## src/rtl/spsc_regs.vh

```
// Constants for the page stack control block: SFR addresses, fields, resets.
// Assumes an 8-bit SFR bus with a separate page select held by this block.
// Function
// - Control register decoded at 0xCF, all pages
// - Bit 0 enables auto paging, resets 1
// - Bits 6:4 index selects readout level only
// - Index 000..100 select levels; others invalid
// - Enabled interrupt entry pushes current page
// - Entry loads page of interrupting flag
// - Enabled return pops stack into current page
// - Push shifts each level one toward bottom
// - Stack moves only on entry and return
// - Readout read-only at 0xD3 page F
`ifndef SPSC_REGS_VH
`define SPSC_REGS_VH
// ----------------------------------------------------------------
// Addresses
// ----------------------------------------------------------------
`define SPSC_ADDR_CTRL 8'hcf
`define SPSC_ADDR_READOUT 8'hd3
`define SPSC_ADDR_PAGE 8'ha7
`define SPSC_PAGE_F 8'h0f
// ----------------------------------------------------------------
// Fields and resets
// ----------------------------------------------------------------
`define SPSC_STACK_DEPTH 5
`define SPSC_EN_BIT 0
`define SPSC_IDX_LO 4
`define SPSC_IDX_HI 6
`define SPSC_EN_RESET 1'b1
`define SPSC_IDX_RESET 3'h0
`define SPSC_PAGE_RESET 8'h00
`define SPSC_IDX_MAX 3'h4
`endif

```

## src/rtl/spsc_level_mux.v

```verilog
// Selects one level of the page stack for the readout register.
// Assumes levels packed top first, eight bits each.
`timescale 1ns/1ps
`include "spsc_regs.vh"
module spsc_level_mux #(
    parameter W = 8,
    parameter LEVELS = 5
) (
    input wire [W*LEVELS-1:0] i_levels,
    input wire [2:0] i_index,
    output reg [W-1:0] o_level
);
    integer k;
    always @* begin
        o_level = {W{1'b0}};
        // Invalid codes read as zero rather than aliasing a level
        for (k = 0; k < LEVELS; k = k + 1) begin
            if (i_index == k[2:0]) begin
                o_level = i_levels[k*W +: W];
            end
        end
    end
endmodule // spsc_level_mux

```

## src/rtl/spsc_page_stack.v

```verilog
// SFR page stack with control register and readout register.
// Assumes the core gives one-cycle entry and return pulses, a page for
// the interrupting source, and a synchronous SFR read/write port.
`timescale 1ns/1ps
`include "spsc_regs.vh"
module spsc_page_stack #(
    parameter W = 8
) (
    input wire i_clk_sys,
    input wire i_rstn,
    input wire [7:0] i_sfr_addr,
    input wire i_sfr_wr,
    input wire i_sfr_rd,
    input wire [7:0] i_sfr_wdata,
    input wire i_isr_enter,
    input wire [W-1:0] i_isr_page,
    input wire i_isr_return,
    output reg [7:0] o_sfr_rdata,
    output reg o_sfr_hit,
    output reg [W-1:0] o_current_page_select,
    output reg o_auto_page_enable
);
    // ----------------------------------------------------------------
    // Sizes
    // ----------------------------------------------------------------
    // The page register is the top level; only the levels below it are
    // stored here, level one in the lowest bits, the bottom in the highest.
    localparam DEPTH = `SPSC_STACK_DEPTH;
    localparam STORED = DEPTH - 1;
    localparam SW = W * STORED;

    // ----------------------------------------------------------------
    // Functions
    // ----------------------------------------------------------------
    // One comparator shape for every register decode
    function addr_match;
        input [7:0] addr;
        input [7:0] reg_addr;
        begin
            addr_match = (addr == reg_addr);
        end
    endfunction

    // Control byte as read back; reserved bits 7 and 3:1 read zero
    function [7:0] ctrl_byte;
        input en;
        input [2:0] idx;
        begin
            ctrl_byte = 8'h00;
            ctrl_byte[`SPSC_EN_BIT] = en;
            ctrl_byte[`SPSC_IDX_HI:`SPSC_IDX_LO] = idx;
        end
    endfunction

    // Push: every stored level moves one place down, the old top enters
    // level one and the bottom level falls off.
    function [SW-1:0] push_levels;
        input [SW-1:0] lv;
        input [W-1:0] top;
        begin
            push_levels = {lv[SW-W-1:0], top};
        end
    endfunction

    // Pop: every stored level moves one place up; the bottom keeps its
    // value, so popping past the bottom repeats the oldest page.
    function [SW-1:0] pop_levels;
        input [SW-1:0] lv;
        begin
            pop_levels = {lv[SW-1 -: W], lv[SW-1:W]};
        end
    endfunction

    // ----------------------------------------------------------------
    // State
    // ----------------------------------------------------------------
    reg auto_page_enable_r;
    reg auto_page_enable_nxt;
    reg [2:0] stack_level_index_r;
    reg [2:0] stack_level_index_nxt;
    reg [W-1:0] page_r;
    reg [W-1:0] page_nxt;
    reg [SW-1:0] lvl_r;
    reg [SW-1:0] lvl_nxt;
    reg [7:0] rdata_nxt;
    reg hit_nxt;
    wire [W*DEPTH-1:0] levels;
    wire [W-1:0] level_sel;
    wire hit_ctrl;
    wire hit_read;
    wire hit_page;
    wire ctrl_wr;
    wire page_wr;
    wire push_ev;
    wire pop_ev;

    // ----------------------------------------------------------------
    // Decode
    // ----------------------------------------------------------------
    // Control and page registers answer whatever page is selected
    assign hit_ctrl = addr_match(i_sfr_addr, `SPSC_ADDR_CTRL);
    assign hit_page = addr_match(i_sfr_addr, `SPSC_ADDR_PAGE);
    // The readout address belongs to another register on other pages
    assign hit_read = addr_match(i_sfr_addr, `SPSC_ADDR_READOUT)
        && (page_r == `SPSC_PAGE_F);
    assign ctrl_wr = i_sfr_wr && hit_ctrl;
    assign page_wr = i_sfr_wr && hit_page;
    // Entry outranks return if the core ever raises both together
    assign push_ev = auto_page_enable_r && i_isr_enter;
    assign pop_ev = auto_page_enable_r && i_isr_return && !i_isr_enter;
    assign levels = {lvl_r, page_r};

    // ----------------------------------------------------------------
    // Level select
    // ----------------------------------------------------------------
    spsc_level_mux #(
        .W(W),
        .LEVELS(DEPTH)
    ) u_mux (
        .i_levels(levels),
        .i_index(stack_level_index_r),
        .o_level(level_sel)
    );

    // ----------------------------------------------------------------
    // Control register
    // ----------------------------------------------------------------
    always @* begin
        auto_page_enable_nxt = auto_page_enable_r;
        stack_level_index_nxt = stack_level_index_r;
        if (ctrl_wr) begin
            // Reserved bits are dropped here and never stored
            auto_page_enable_nxt = i_sfr_wdata[`SPSC_EN_BIT];
            stack_level_index_nxt = i_sfr_wdata[`SPSC_IDX_HI:`SPSC_IDX_LO];
        end
    end

    always @(posedge i_clk_sys or negedge i_rstn) begin
        if (!i_rstn) begin
            auto_page_enable_r <= `SPSC_EN_RESET;
            stack_level_index_r <= `SPSC_IDX_RESET;
        end else begin
            auto_page_enable_r <= auto_page_enable_nxt;
            stack_level_index_r <= stack_level_index_nxt;
        end
    end

    // ----------------------------------------------------------------
    // Page and stack
    // ----------------------------------------------------------------
    // A software page write in the cycle of an enabled entry or return is lost:
    // the core vectors before that write would land.
    always @* begin
        page_nxt = page_r;
        lvl_nxt = lvl_r;
        if (push_ev) begin
            lvl_nxt = push_levels(lvl_r, page_r);
            page_nxt = i_isr_page;
        end else if (pop_ev) begin
            lvl_nxt = pop_levels(lvl_r);
            page_nxt = lvl_r[W-1:0];
        end else if (page_wr) begin
            page_nxt = i_sfr_wdata[W-1:0];
        end
    end

    always @(posedge i_clk_sys or negedge i_rstn) begin
        if (!i_rstn) begin
            page_r <= `SPSC_PAGE_RESET;
        end else begin
            page_r <= page_nxt;
        end
    end

    always @(posedge i_clk_sys or negedge i_rstn) begin
        if (!i_rstn) begin
            lvl_r <= {STORED{`SPSC_PAGE_RESET}};
        end else begin
            lvl_r <= lvl_nxt;
        end
    end

    // ----------------------------------------------------------------
    // Read port
    // ----------------------------------------------------------------
    // Data is forced to zero outside a read so that a shared read bus
    // can simply OR the answers of all blocks.
    always @* begin
        rdata_nxt = 8'h00;
        hit_nxt = 1'b0;
        if (i_sfr_rd) begin
            if (hit_ctrl) begin
                rdata_nxt = ctrl_byte(auto_page_enable_r, stack_level_index_r);
                hit_nxt = 1'b1;
            end else if (hit_read) begin
                rdata_nxt = level_sel;
                hit_nxt = 1'b1;
            end else if (hit_page) begin
                rdata_nxt = page_r;
                hit_nxt = 1'b1;
            end
        end
    end

    // ----------------------------------------------------------------
    // Outputs
    // ----------------------------------------------------------------
    always @(posedge i_clk_sys or negedge i_rstn) begin
        if (!i_rstn) begin
            o_sfr_rdata <= 8'h00;
            o_sfr_hit <= 1'b0;
        end else begin
            o_sfr_rdata <= rdata_nxt;
            o_sfr_hit <= hit_nxt;
        end
    end

    // Mirrors lag the internal state by one cycle
    always @(posedge i_clk_sys or negedge i_rstn) begin
        if (!i_rstn) begin
            o_current_page_select <= `SPSC_PAGE_RESET;
            o_auto_page_enable <= `SPSC_EN_RESET;
        end else begin
            o_current_page_select <= page_r;
            o_auto_page_enable <= auto_page_enable_r;
        end
    end
endmodule // spsc_page_stack

```

## config.mk

```make
export PLATFORM = sky130hd
export DESIGN_NAME = spsc_page_stack
export DESIGN_NICKNAME = d
export VERILOG_FILES = /design/src/rtl/spsc_level_mux.v /design/src/rtl/spsc_page_stack.v
export VERILOG_INCLUDE_DIRS = /design/src /design/src/rtl
export SDC_FILE = /design/constraint.sdc
export NUM_CORES = 1
export LEC_CHECK = 0
export BUFFER_PORTS_ARGS = -buffer_cell sky130_fd_sc_hd__buf_2
export CAP_MARGIN = 20
export CORE_ASPECT_RATIO = 0.6
export CORE_MARGIN = 4
export CORE_UTILIZATION = 33
export CTS_BUF_LIST = sky130_fd_sc_hd__clkbuf_16
export CTS_CLUSTER_DIAMETER = 150
export CTS_CLUSTER_SIZE = 20
export DETAILED_ROUTE_END_ITERATION = 8
export HOLD_SLACK_MARGIN = 0.1
export PLACE_DENSITY = 0.51
export SLEW_MARGIN = 20
export SYNTH_ARGS = -nofsm -noshare
export SYNTH_HDL_FRONTEND = slang
export SYNTH_HIERARCHICAL = 1
export SYNTH_SLANG_ARGS = --single-unit
```

## constraint.sdc

```tcl
create_clock -name i_clk_sys -period 1.8 [get_ports i_clk_sys]
set_clock_uncertainty 0.05 [all_clocks]
set_input_delay 0.27 -clock i_clk_sys [delete_from_list [all_inputs] [get_ports i_clk_sys]]
set_output_delay 0.27 -clock i_clk_sys [all_outputs]
set_load 0.1 [all_outputs]
```

# After elaboration in Yosys (flattened, before gate mapping)
# Cells that the tools add are included.
totals:
  out_inout_bits: 18
  regBits: 62
  inputBits: 30
  wordCells: 45
classes:
  mux: 18
  eq_ne: 8
  reduce_logical: 10
ops:
  columns: ["operator", "count"]
  rows:
  - ["$mux W8", 12]
  - ["$mux W32", 1]
  - ["$eq A8 B8 Y1 const B", 3]
  - ["$mux W24", 1]
  - ["$eq A8 B4 Y1 const B", 1]
  - ["$eq A3 B2 Y1 const B", 2]
  - ["$logic_and A1 B1 Y1", 6]
  - ["$mux W1", 4]
  - ["$eq A3 B1 Y1 const B", 1]
  - ["$eq A3 B3 Y1 const B", 1]
  - ["$logic_not A3 Y1", 1]
  - ["$reduce_bool A3 Y1", 1]
  - ["$reduce_bool A2 Y1", 1]
  - ["$logic_not A1 Y1", 1]

# Longest topological paths before layout
depth:
  word_depth: 9
  ltp_mapped: 7
  ltp_nobuf: 5

# Cells and area by module
# The synthesis kept the hierarchy.
by_module_without_submodules:
  columns: ["mod", "instances", "seq_area_each_um2", "cells_per_inst", "area_per_inst_um2"]
  rows:
  - ["spsc_page_stack", 1, 1554.0, 238, 2698.8]
  - ["spsc_level_mux", 1, 0.0, 56, 404.1]

# Worst setup path after synthesis
# OpenSTA, ideal clock, no wires.
synth_path:
  kind: "reg-to-reg"
  from: "register page_r[6]"
  to: "register o_sfr_rdata[0]"
  setup_slack_ns: 0.119
  synth_period_minus_slack_ns: 1.681
  path_stages_with_launch: 5
  t_required_ns: 1.673
  arrival_time_ns: 1.554
  setup_ns: 0.077
  n_path_buf: 0
  path_cell_list: "dfrtp_1 or4b_4 nor4_4 a22oi_1 o21ai_1"
synth_via:
  elab_chain_len: 5
synth_rtl:
  columns: ["element", "line_no", "text"]
  rows:
  - ["start, declared", "spsc_page_stack.v:81", "reg [W-1:0] page_r;"]
  - ["start signal, assigned", "spsc_page_stack.v:169", "page_r <= `SPSC_PAGE_RESET;"]
  - ["start signal, assigned", "spsc_page_stack.v:171", "page_r <= page_nxt;"]
  - ["$eq A8 B4 Y1 (no line)", null, null]
  - ["$logic_and A1 B1 Y1", "spsc_page_stack.v:104", "assign hit_read = addr_match(i_sfr_addr, `SPSC_ADDR_READOUT)"]
  - ["$mux W8", "spsc_page_stack.v:195", "end else if (hit_read) begin"]
  - ["$mux W8", "spsc_page_stack.v:192", "if (hit_ctrl) begin"]
  - ["$mux W8", "spsc_page_stack.v:191", "if (i_sfr_rd) begin"]
  - ["net rdata_nxt[0]", "spsc_page_stack.v:85", "reg [7:0] rdata_nxt;"]
  - ["end signal, assigned", "spsc_page_stack.v:213", "o_sfr_rdata <= rdata_nxt;"]
  - ["end, declared", "spsc_page_stack.v:18", "output reg [7:0] o_sfr_rdata,"]
# The timed path passes the listed nets, and every way through them passes these cells.
# A chain may end at the register's enable or synchronous reset.

# Worst setup path in the final report
layout_path:
  from: "register page_r[6]"
  to: "register o_sfr_rdata[4]"
# The elaborated chain is that of the path after synthesis.

==> run_results.csv <==
group,metric,value,unit
outcome,status,"finished clean",
yosys,synth_top_cell_by_area,"dfrtp_1",
min_path,holdCritPathClass,"input pin to register",
detailed_routing,routed_via_density,5.656,
yosys,synthArstFlopShare,100.0,%
cts,clock_latency,0.33,ns
power,power.density,1211,mW/mm2
sta,finalSetupTns,0,ns
die,die_height,83.11,um
die,io_pins,48,
cts,cts_setup_buffers,0,
cts,numCtsBuffers,9,
sta,slew_viol_final,0,
worst_setup_path,crit_path_start_kind,"register",
cells_and_area,finalInstanceArea,0.003862,mm2
place,dp_slack,0.06163,ns
place,port-buffer-count,47,
yosys,syn_nets,324,
cts,cts_tree,"yes",
yosys,yosys_register_bits,62,
sta,worst_pin_slew,0.5609,ns
cells_and_area,fin_nets,385,
global_route,antenna_found_initial,0,
yosys,synth_top_area_share,48.39,%
yosys,yosys.area_share.simple,8.669,%
place,dpl.hpwl,6321,um
yosys,seq_area_frac_synth,50.08,%
cells_and_area,layout_common_cells,"o22ai_1 (67), dfrtp_1 (59), buf_2 (47), a21oi_1 (33), buf_4 (25)",
cells_and_area,multi_input_comb_area,0.001413,mm2
cts,cts_max_level,3,
yosys,yosys.cell_types.count,35,
yosys,synth_flop_cell,"dfrtp_1",
yosys,synth_compound_area_share,25.65,%
yosys,synth_mux_area_share,11.13,%
sta,fmax,0.5897,GHz
yosys,synth-warning-count,6,
sta,finalWorstSetupSlack,0.1041,ns
place,routabilityCongestion,0.7766,
yosys,synth_top_family_by_area,"compound AO/OA/AOI/OAI gates",
cells_and_area,area_growth,24.48,%
worst_setup_path,crit_arrival,1.89,ns
sta,min_period_over_period,94.22,%
worst_setup_path,timing.rr.start,"page_r[6]$_DFFE_PN0P_",
cells_and_area,antennaDiodeCount,0,
power,max-vdd-ir-drop,0.7418,mV
cells_and_area,ff_latch_area,0.001555,mm2
cells_and_area,final_cells,489,
detailed_routing,detail_route.wl_per_cell,18.73,um
detailed_routing,drc,0,
worst_setup_path,worstSetupEndpointType,"register",
place,post_dp_cell_area,0.003601,mm2
detailed_routing,vias,2766,
min_path,hp-start,"i_sfr_rd",
worst_setup_path,crit_required,2.00,ns
global_route,grt_max_degree,41,
detailed_routing,drtAntennaViolNets,0,
worst_setup_path,path_class,"register to register",
detailed_routing,wl,9159,um
cells_and_area,nFillCells,898,
die,rows,27,
sta,rsz0062_at_grt,"no",
cts,clk_pin_slew,0.05,ns
die,core_area,0.009155,mm2
cts,cts_sinks,62,
global_route,grt_pass1_wl,14890,um
die,start_util,33.89,%
worst_setup_path,crit_path_start,"page_r[6]$_DFFE_PN0P_",
yosys,synth_adder_area_share,0,%
sta,setup_violations,0,
detailed_routing,firstDrtPassIters,5,
sta,holdWs,0.1591,ns
yosys,syn_inst,294,
cts,cts_root_buf,"clkbuf_16",
global_route,grt_usage,17.16,%
cells_and_area,layout.cells.most_common,"o22ai_1",
job,max-cap-violations,0,
place,dp.cells,473,
die,die_area,0.01107,mm2
detailed_routing,drt_iter0_markers,184,
die,die_x,133.2,um
power,total_leakage_power,1.722,nW
yosys,synth.avg_cell_area,10.55,um2
cts,cts_buffer_depth,2,
yosys,synth_edf_count,0,
yosys,synth_area_leaders,"dfrtp_1 (48%), o22ai_1 (14%), mux2_2 (7.3%), a21oi_1 (5.3%), mux2i_1 (3.9%)",
yosys,synth_xor_area_share,0,%
cells_and_area,drive_gt1_share,30.92,%
worst_setup_path,crit_fanout,4,
sta,timing_hold_violations_final,0,
global_route,grt.overflow.total,0,
sta,max-slew-margin-rel,62.61,%
sta,min_period,1.696,ns
yosys,synthesis.area,0.003103,mm2
global_route,grt_pass1_vias,2625,
per-stage QoR:
stage	power [W]	utilization, %
final	0.004679	42.19
after global routing	0.004907	42.19
after CTS	0.004703	42.15
after detailed placement	0.003216	39.33
after global placement	0.003208	39.33
after floorplan	0.002803	-
synth_stat cells, types with 2 or more instances:
library cell / number
a21oi_1: 33
a22oi_1: 11
buf_1: 3
buf_2: 6
buf_4: 2
clkbuf_1: 12
dfrtp_1: 60
dfstp_2: 2
inv_1: 3
mux2_2: 20
mux2i_1: 12
nand2_1: 8
nand2b_1: 4
nand3_1: 3
nand3b_1: 3
nand4b_1: 2
nor2_1: 7
nor2b_1: 2
nor3_1: 4
nor4_4: 2
o21a_1: 7
o21ai_0: 6
o21ai_1: 4
o22ai_1: 67
cell type report:
class	instances	share of cell area, %
flip-flops and latches	62	40.27
multi-input cells	204	36.57
repair buffers	75	12.24
clock buffers	9	5.831
well taps	130	4.211
clock inverters	6	0.5831
inverters	3	0.2915
critical path: stages (launching register included):
cell	delay (ns)
dfrtp_1	0.39
or4b_4	0.55
nor4_4	0.25
buf_4	0.17
a22oi_1	0.07
o21ai_1	0.14
state kept, by name (all words and copies together), names as in the netlist:
name / flops
lvl_r: 32
o_current_page_select: 8
o_sfr_rdata: 8
page_r: 8
stack_level_index_r: 3
auto_page_enable_r: 1
o_auto_page_enable: 1
o_sfr_hit: 1
kinds of logic (layout without fill, tap and decap cells):
logic type / Yosys count / in the layout
DFF: 62 / 62
buffers and inverters: 28 / 93
and+or+nand+nor: 42 / 42
muxes: 32 / 32
AOI/OAI and AO/OA: 130 / 130
where the power goes:
part / switching [W] / leakage (nW) / total [W] / internal (W)
sequential: 0.000294 / 0.825 / 0.00193 / 0.00163
combinational: 0.000844 / 0.769 / 0.00128 / 0.000431
clock: 0.000583 / 0.128 / 0.00148 / 0.000892
timing repair:
item                                    CTS  global route
endpoints found under the setup margin    0             9
gates resized for setup                   0             2
hold endpoints to repair                 17             0
hold buffers                              1             0
per-layer routing:
| layer | track usage (%) | wire, um |
|---|---|---|
| met3 | 4.843 | 716 |
| met1 | 26.56 | 4507 |
| met2 | 22.97 | 3833 |
| met4 | 4.762 | 102 |
| met5 | 0 | 0 |
worst paths after layout:
kind	cells after the start	slack (ns)	to
setup / recovery	5	0.10	o_sfr_rdata[4]$_DFF_PN0_
setup reg to reg	5	0.10	o_sfr_rdata[4]$_DFF_PN0_
hold / removal	3	0.16	o_sfr_hit$_DFF_PN0_
hold reg to reg	0	0.34	o_auto_page_enable$_DFF_PN1_
min in group asynchronous	2	0.42	o_current_page_select[6]$_DFF_PN0_
max in group asynchronous	3	0.66	o_auto_page_enable$_DFF_PN1_
No activity file was read; power rests on OpenSTA's default activity.
